## src/inc/mec_pkg.sv

```systemverilog
// Constants shared by the line codec unit and its receive decoder.
// Assumes a single 50 MHz system clock for all logic.
package mec_pkg;

   // ****************************************************************
   // Clock and timing
   // ****************************************************************
   localparam int CLK_PERIOD_NS = 20;
   // Collision indication hold after the last collision pair edge
   localparam int COLL_HOLD_NS  = 200;
   // Decoder ignores edges this long after a mid-cell edge (least)
   localparam int RX_GUARD_NS   = 75;
   // Decoder end-of-frame timeout after the last bit (longest)
   localparam int RX_EOF_NS     = 150;

   localparam logic [3:0] COLL_HOLD_CYC =
      4'(COLL_HOLD_NS / CLK_PERIOD_NS);
   localparam logic [3:0] RX_GUARD_CYC  =
      4'((RX_GUARD_NS + CLK_PERIOD_NS - 1) / CLK_PERIOD_NS);
   localparam logic [3:0] RX_EOF_CYC    =
      4'(RX_EOF_NS / CLK_PERIOD_NS);

   // ****************************************************************
   // Reset values and encodings
   // ****************************************************************
   localparam logic [3:0] CNT_ZERO      = 4'h0;
   localparam logic [3:0] CNT_ONE       = 4'h1;
   localparam logic       STRAP_EXT     = 1'h1;

   typedef enum logic [1:0] {
      MEC_IDLE = 2'h0,
      MEC_SEND = 2'h1,
      MEC_TAIL = 2'h3
   } mec_enc_state_t;

endpackage : mec_pkg

```

## src/inc/mec_rx_if.sv

```systemverilog
// Signals between the codec top and its Manchester receive decoder.
// Assumes both ends run on the same system clock.
`timescale 1ns/1ps
interface mec_rx_if;
   logic line;
   logic squelch_ok;
   logic carrier;
   logic data;
   logic bit_strobe;

   modport dec (input line, input squelch_ok,
                output carrier, output data, output bit_strobe);
   modport top (output line, output squelch_ok,
                input carrier, input data, input bit_strobe);
endinterface : mec_rx_if

```

## src/design/mec_rx_decoder.sv

```systemverilog
// Manchester receive decoder: recovers bit strobe, NRZ data and carrier.
// Assumes the line and squelch level are synchronous to i_clock.
`timescale 1ns/1ps
module mec_rx_decoder (
   input  wire logic i_clock,
   input  wire logic i_sys_rst,
   mec_rx_if.dec     rx
);
   import mec_pkg::*;

   // ****************************************************************
   // Edge detection and lock
   // ****************************************************************
   logic       line_q;
   logic       line_prev;
   logic [3:0] guard;
   logic [3:0] eof_cnt;
   logic       carrier;
   logic       data;
   logic       strobe;

   wire line_edge  = line_q != line_prev;
   // Only a qualified mid-cell edge carries data
   wire take_edge  = line_edge && guard == CNT_ZERO && rx.squelch_ok;
   wire eof_expire = carrier && !take_edge && eof_cnt == CNT_ONE;

   always_ff @(posedge i_clock or posedge i_sys_rst) begin
      if (i_sys_rst) begin
         line_q    <= 1'h0;
         line_prev <= 1'h0;
      end else begin
         line_q    <= rx.line;
         line_prev <= line_q;
      end
   end

   always_ff @(posedge i_clock or posedge i_sys_rst) begin
      if (i_sys_rst) begin
         guard   <= CNT_ZERO;
         eof_cnt <= CNT_ZERO;
         carrier <= 1'h0;
         data    <= 1'h0;
         strobe  <= 1'h0;
      end else if (take_edge) begin
         guard   <= RX_GUARD_CYC;
         eof_cnt <= RX_EOF_CYC;
         carrier <= 1'h1;
         data    <= line_q;
         strobe  <= 1'h1;
      end else begin
         strobe <= 1'h0;
         if (guard != CNT_ZERO) begin
            guard <= guard - CNT_ONE;
         end
         if (eof_cnt != CNT_ZERO) begin
            eof_cnt <= eof_cnt - CNT_ONE;
         end
         if (eof_expire) begin
            carrier <= 1'h0;
         end
      end
   end

   assign rx.carrier    = carrier;
   assign rx.data       = data;
   assign rx.bit_strobe = strobe;
endmodule : mec_rx_decoder

```

## src/design/mec_unit.sv

```systemverilog
// Line codec unit: Manchester encoder, decoder, collision translator,
// clock divider and external codec bypass.
// Assumes all inputs are synchronous to i_clock and the oscillator
// input is slower than half the system clock rate.
`timescale 1ns/1ps

module mec_unit (
   input  wire logic i_clock,
   input  wire logic i_sys_rst,
   input  wire logic i_codec_select_strap,
   input  wire logic i_idle_level_strap,
   input  wire logic i_oscillator_input,
   output logic      o_oscillator_feedback_output,
   output logic      o_transmit_bit_clock,
   input  wire logic i_mac_tx_enable,
   input  wire logic i_mac_tx_data,
   output logic      o_mac_rx_carrier,
   output logic      o_mac_rx_data,
   output logic      o_mac_rx_clock,
   output logic      o_mac_collision,
   output logic      o_mac_retry_request,
   output logic      o_tx_pos,
   output logic      o_tx_neg,
   input  wire logic i_rx_line,
   input  wire logic i_rx_squelch_ok,
   input  wire logic i_collision_pair_positive,
   input  wire logic i_collision_pair_negative,
   input  wire logic i_ext_rx_carrier,
   input  wire logic i_ext_rx_data,
   input  wire logic i_ext_rx_clock,
   input  wire logic i_ext_collision,
   output logic      o_pin_tx_enable,
   output logic      o_pin_tx_data,
   output logic      o_pin_rx_carrier,
   output logic      o_pin_rx_data,
   output logic      o_pin_rx_clock,
   output logic      o_pin_collision
);
   import mec_pkg::*;

   // ****************************************************************
   // Strap capture
   // ****************************************************************
   logic strap_taken;
   logic ext_mode;
   logic idle_level;

   // Straps are caught once, the first edge after reset release
   always_ff @(posedge i_clock or posedge i_sys_rst) begin
      if (i_sys_rst) begin
         strap_taken <= 1'h0;
         ext_mode    <= STRAP_EXT;
         idle_level  <= 1'h0;
      end else if (!strap_taken) begin
         strap_taken <= 1'h1;
         ext_mode    <= i_codec_select_strap;
         idle_level  <= i_idle_level_strap;
      end
   end

   // ****************************************************************
   // Oscillator divider
   // ****************************************************************
   logic osc_q;
   logic osc_prev;
   logic tbc;

   wire osc_rise   = osc_q && !osc_prev;
   wire cell_start = osc_rise && !tbc;
   wire cell_mid   = osc_rise && tbc;

   always_ff @(posedge i_clock or posedge i_sys_rst) begin
      if (i_sys_rst) begin
         osc_q    <= 1'h0;
         osc_prev <= 1'h0;
         tbc      <= 1'h0;
      end else begin
         osc_q    <= i_oscillator_input;
         osc_prev <= osc_q;
         if (osc_rise) begin
            tbc <= !tbc;
         end
      end
   end

   // ****************************************************************
   // Collision translator
   // ****************************************************************
   logic       coll_q;
   logic       coll_prev;
   logic [3:0] coll_cnt;

   wire coll_edge   = coll_q != coll_prev;
   wire coll_active = coll_cnt != CNT_ZERO;

   // A running pattern keeps reloading the hold counter
   always_ff @(posedge i_clock or posedge i_sys_rst) begin
      if (i_sys_rst) begin
         coll_q    <= 1'h0;
         coll_prev <= 1'h0;
         coll_cnt  <= CNT_ZERO;
      end else begin
         coll_q    <= i_collision_pair_positive &&
                      !i_collision_pair_negative;
         coll_prev <= coll_q;
         if (coll_edge) begin
            coll_cnt <= COLL_HOLD_CYC;
         end else if (coll_active) begin
            coll_cnt <= coll_cnt - CNT_ONE;
         end
      end
   end

   // ****************************************************************
   // Manchester encoder
   // ****************************************************************
   mec_enc_state_t state;
   mec_enc_state_t next_state;
   logic           sym;
   logic           next_sym;
   logic           last_bit;
   logic           next_last_bit;
   logic           next_abort;
   logic           aborted;

   // An aborted frame stays off the line until the MAC drops enable
   always_ff @(posedge i_clock or posedge i_sys_rst) begin
      if (i_sys_rst) begin
         aborted <= 1'h0;
      end else if (next_abort) begin
         aborted <= 1'h1;
      end else if (!i_mac_tx_enable) begin
         aborted <= 1'h0;
      end
   end

   always_comb begin
      next_state    = state;
      next_sym      = sym;
      next_last_bit = last_bit;
      next_abort    = 1'h0;
      if (ext_mode) begin
         next_state = MEC_IDLE;
      end else if (coll_active && state != MEC_IDLE) begin
         next_state = MEC_IDLE;
         next_abort = 1'h1;
      end else if (cell_start) begin
         case (state)
            MEC_IDLE, MEC_SEND: begin
               if (i_mac_tx_enable && !aborted) begin
                  next_state    = MEC_SEND;
                  next_last_bit = i_mac_tx_data;
                  next_sym      = !i_mac_tx_data;
               end else if (state == MEC_SEND) begin
                  // Zero ends low: rise at the cell boundary
                  next_state = last_bit ? MEC_IDLE : MEC_TAIL;
                  next_sym   = 1'h1;
               end
            end
            default: begin
               next_state = MEC_IDLE;
            end
         endcase
      end else if (cell_mid) begin
         case (state)
            MEC_SEND: begin
               next_sym = last_bit;
            end
            MEC_TAIL: begin
               next_state = MEC_IDLE;
            end
            default: begin
               next_sym = sym;
            end
         endcase
      end
   end

   always_ff @(posedge i_clock or posedge i_sys_rst) begin
      if (i_sys_rst) begin
         state    <= MEC_IDLE;
         sym      <= 1'h1;
         last_bit <= 1'h0;
      end else begin
         state    <= next_state;
         sym      <= next_sym;
         last_bit <= next_last_bit;
      end
   end

   wire enc_idle  = state == MEC_IDLE;
   wire next_pos  = enc_idle ? !idle_level : sym;
   wire next_neg  = enc_idle ? 1'h0 : !sym;

   // ****************************************************************
   // Receive decoder
   // ****************************************************************
   mec_rx_if rx ();

   assign rx.line       = i_rx_line;
   assign rx.squelch_ok = i_rx_squelch_ok;

   mec_rx_decoder u_dec (
      .i_clock   (i_clock),
      .i_sys_rst (i_sys_rst),
      .rx        (rx.dec)
   );

   // ****************************************************************
   // MAC side selection and pins
   // ****************************************************************
   wire sel_carrier = ext_mode ? i_ext_rx_carrier : rx.carrier;
   wire sel_data    = ext_mode ? i_ext_rx_data    : rx.data;
   wire sel_clock   = ext_mode ? i_ext_rx_clock   : rx.bit_strobe;
   wire sel_coll    = ext_mode ? i_ext_collision  : coll_active;

   always_ff @(posedge i_clock or posedge i_sys_rst) begin
      if (i_sys_rst) begin
         o_oscillator_feedback_output <= 1'h1;
         o_transmit_bit_clock         <= 1'h0;
         o_tx_pos                     <= 1'h0;
         o_tx_neg                     <= 1'h0;
         o_mac_retry_request          <= 1'h0;
      end else begin
         o_oscillator_feedback_output <= !osc_q;
         o_transmit_bit_clock         <= tbc;
         o_tx_pos                     <= next_pos;
         o_tx_neg                     <= next_neg;
         o_mac_retry_request          <= next_abort;
      end
   end

   always_ff @(posedge i_clock or posedge i_sys_rst) begin
      if (i_sys_rst) begin
         o_mac_rx_carrier <= 1'h0;
         o_mac_rx_data    <= 1'h0;
         o_mac_rx_clock   <= 1'h0;
         o_mac_collision  <= 1'h0;
         o_pin_tx_enable  <= 1'h0;
         o_pin_tx_data    <= 1'h0;
         o_pin_rx_carrier <= 1'h0;
         o_pin_rx_data    <= 1'h0;
         o_pin_rx_clock   <= 1'h0;
         o_pin_collision  <= 1'h0;
      end else begin
         o_mac_rx_carrier <= sel_carrier;
         o_mac_rx_data    <= sel_data;
         o_mac_rx_clock   <= sel_clock;
         o_mac_collision  <= sel_coll;
         o_pin_tx_enable  <= i_mac_tx_enable;
         o_pin_tx_data    <= i_mac_tx_data;
         o_pin_rx_carrier <= sel_carrier;
         o_pin_rx_data    <= sel_data;
         o_pin_rx_clock   <= sel_clock;
         o_pin_collision  <= sel_coll;
      end
   end
endmodule : mec_unit

```

## config.mk

```make
export PLATFORM = sky130hd
export DESIGN_NAME = mec_unit
export DESIGN_NICKNAME = d
export VERILOG_FILES = /design/src/inc/mec_pkg.sv /design/src/inc/mec_rx_if.sv /design/src/design/mec_rx_decoder.sv /design/src/design/mec_unit.sv
export SDC_FILE = /design/constraint.sdc
export NUM_CORES = 1
export LEC_CHECK = 0
export BUFFER_PORTS_ARGS = -buffer_cell sky130_fd_sc_hd__buf_2
export CAP_MARGIN = 20
export CORE_UTILIZATION = 55
export DETAILED_ROUTE_END_ITERATION = 6
export PLACE_DENSITY = 0.78
export SETUP_SLACK_MARGIN = 0.15
export SLEW_MARGIN = 5
export SYNTH_ARGS = -nofsm -noshare
export SYNTH_HDL_FRONTEND = slang
export SYNTH_HIERARCHICAL = 1
export SYNTH_SLANG_ARGS = --single-unit
```

## constraint.sdc

```tcl
create_clock -name i_clock -period 3.53 [get_ports i_clock]
set_input_delay 0.353 -clock i_clock [delete_from_list [all_inputs] [get_ports i_clock]]
set_output_delay 0.353 -clock i_clock [all_outputs]
set_load 0.05 [all_outputs]
```

==> impl_metrics.tcl <==
set metrics [dict create \
    avgViaCountPerCell 5.11 \
    antenna_found_initial 0 \
    cp.arrival_ps 2450 \
    clockBufferDepth 2 \
    hold_path.class "in -> reg" \
    place_inst 213 \
    avgSynthCellArea_sq_um 12.4 \
    post_cts_resized 0 \
    numPortBuffers 29 \
    fin_total_pwr_mw 1.43 \
    drc 0 \
    finalNetCount 199 \
    power_density_nw_per_um2 697 \
    drive_above_1_share_pct 33.0 \
    cp-start-kind "flop" \
    synthCells 146 \
    synthTopCellsByArea "dfrtp_1 52%, dfstp_2 4.3%, ha_1 4.1%" \
    fmax_mhz 454 \
    irDropWorstVdd_uv 373 \
    clock_latency_ps 340 \
    hold_violations 0 \
    postLayoutCellArea_sq_um 2060 \
    fin_tns_setup_ps 0 \
    yosys_warnings 6 \
    dieWidth_um 59.5 \
    wl_per_cell_um 13.1 \
    synth_cell_type_count 42 \
    critPathMaxStageDelay_ps 560 \
    antenna_left 0 \
    die_y_um 59.5 \
    drtPass1Iterations 4 \
    wl_mm 2.92 \
    synth_top_family_by_area "simple AND/OR/NAND/NOR gates" \
    rows 20 \
    cp-end-kind "flop" \
    grt_usage_pct 18.9 \
    gp_congestion 0.786 \
    place_hpwl_mm 2.18 \
    synth_seq_cells 41 \
    synth_compound_gate_area_share_pct 9.79 \
    grt_max_degree 29 \
    synthArstFlopShare_pct 100 \
    setup_viol 0 \
    die_area_sq_um 3530 \
    synth_edf_count 0 \
    yosys.area.top_type "dfrtp_1" \
    first_iter_violations 63 \
    fin_cells 223 \
    ioPinCount 30 \
    synth_mux_area_share_pct 7.31 \
    cp_max_fo 9 \
    drv_cap 0 \
    final_max_slew_viol_count 0 \
    critical_path_class "reg -> reg" \
    synthToLayoutAreaGrowth_pct 13.3 \
    cts_inserted_buffers 5 \
    clock-skew-final_ps 7.95 \
    yosys.area_share.adder_pct 4.14 \
    total_leakage_power_nw 1.02 \
    syn_area_sq_um 1820 \
    reg2regPathDepth 6 \
    dpl_cell_area_sq_um 1970 \
    cp.required_ps 3770 \
    cp_cell_sequence "inv_1 -> ha_1 -> or3b_1 -> a2111oi_4 -> nand2_2 -> mux2_4" \
    htreeDepth 2 \
    grt_pass1_vias 1132 \
    ys_seq_area_share_pct 56.7 \
    finalCritPeriodShare_pct 62.4 \
    min_period_ps 2200 \
    yosys_most_used_dff "dfrtp_1" \
    final_core_util_pct 66.3 \
    rsz0062_at_grt "false" \
    num_vias 1139 \
    synthSimpleGateAreaFrac_pct 14.5 \
    clkTransAtPathRegs_ps 110 \
    synthesis.nets 167 \
    synth-xor-area-share_pct 2.41 \
    critPathSlowestCell "or3b_1" \
    core-area_sq_um 3100 \
    n_fill_cell 253 \
    clock_sinks 41 \
    antennaDiodeCount 0 \
    synth_top_cell_area_share_pct 52.4 \
    holdPathStages 1 \
    cts_root_buf "clkbuf_4" \
    grt_pass1_wl_mm 4.80 \
    start_util_pct 58.5 \
    cts_tree "built" \
    status "finished, final reports clean" \
    overflow 0 \
]
## flip-flops by register name, indices dropped and copies added (netlist names), 2 cells and up
| name | count |
|---|---|
| u_dec/eof_cnt | 4 |
| u_dec/guard | 4 |
| state | 2 |
| coll_cnt | 4 |
## cell usage in the layout, fill, tap and decap left out, types with 3 or more instances in the layout
| cell | Yosys | final |
|---|---|---|
| nor2_1 | 6 | 6 |
| buf_2 | 0 | 29 |
| ha_1 | 6 | 6 |
| a21o_1 | 4 | 4 |
| nor3_1 | 3 | 3 |
| mux2_4 | 3 | 3 |
| mux2_2 | 6 | 6 |
| clkbuf_1 | 1 | 3 |
| nand2_1 | 12 | 12 |
| or2_2 | 3 | 3 |
| xnor2_1 | 3 | 3 |
| inv_1 | 12 | 12 |
| clkbuf_4 | 0 | 5 |
| dfrtp_1 | 38 | 38 |
| dfstp_2 | 3 | 3 |
| o21ai_0 | 5 | 5 |
| nor2b_1 | 4 | 4 |
## critical path: cells and delay by family, from the launching register on
| kind | cells | cell delay [ps] |
|---|---|---|
| buffers and inverters | 1 | 90 |
| AND/OR/NAND/NOR | 2 | 670 |
| AO/OA/AOI/OAI | 1 | 440 |
| adder cells (fa/ha/maj) | 1 | 210 |
| multiplexers | 1 | 310 |
| flip-flops | 1 | 390 |
## cells in the mapped netlist, types with 3 or more instances
cell      n
a21o_1    4
buf_4     4
dfrtp_1  38
dfstp_2   3
ha_1      6
inv_1    12
mux2_2    6
mux2_4    3
nand2_1  12
nor2_1    6
nor2b_1   4
nor3_1    3
o21ai_0   5
or2_2     3
xnor2_1   3
## area by class of cell
type,count,area (sq um),share of cell area [%]
inverters,12,45.0,2.19
well taps,44,55.1,2.68
multi-input cells,87,696,33.8
clock buffers,8,48.8,2.37
flip-flops and latches,41,1030,50.1
repair buffers,31,183,8.88
## power breakdown
part           switching (mW)  internal [mW]  total [mW]
clock network           0.137         0.0795       0.216
logic                   0.295          0.226       0.521
registers               0.102          0.594       0.696
total                   0.534          0.900        1.43
## logic make-up (layout without fill, tap and decap cells)
kind of cell    after synthesis  after routing
flops                        41             41
fa+ha+maj                     6              6
mux                          11             11
simple gates                 44             44
buf+inv                      18             51
compound gates               20             20
xor+xnor                      5              5
other cells                   1              1
## path summary, 6_finish.rpt
check	endpoint	slack (ps)	startpoint
max in group asynchronous	ext_mode	2470	i_sys_rst
min in group asynchronous	o_pin_tx_data	540	i_sys_rst
worst min-delay path	u_dec/line_q	110	i_rx_line
worst max-delay path	last_bit	1330	coll_cnt[0]
worst min register to register	coll_prev	400	coll_q
worst max register to register	last_bit	1330	coll_cnt[0]
## repair_timing
| action | 4_1_cts | 5_1_grt |
|---|---|---|
| endpoints found under the hold margin | 0 | 3 |
| hold buffers | 0 | 1 |
| setup buffers | 0 | 0 |
| endpoints found under the setup margin | 0 | 0 |
## metal layers
| layer | global-route usage, % | part of all wire [%] | vias up |
|---|---|---|---|
| li1 | - | - | 552 |
| met1 | 20.2 | 41 | 559 |
| met2 | 33.7 | 53 | 22 |
| met3 | 6.99 | 4.4 | 6 |
| met4 | 7.14 | 1.5 | 0 |
| met5 | 0 | 0 | - |
## per-stage QoR
stage,setup slack (ps),hold WS (ps)
CTS,1320,28.3
floorplan,1540,230
global route,1230,84.5
detailed placement,1330,382
finish,1330,112
global placement,1430,381
Power figures use the tool's default switching activity.
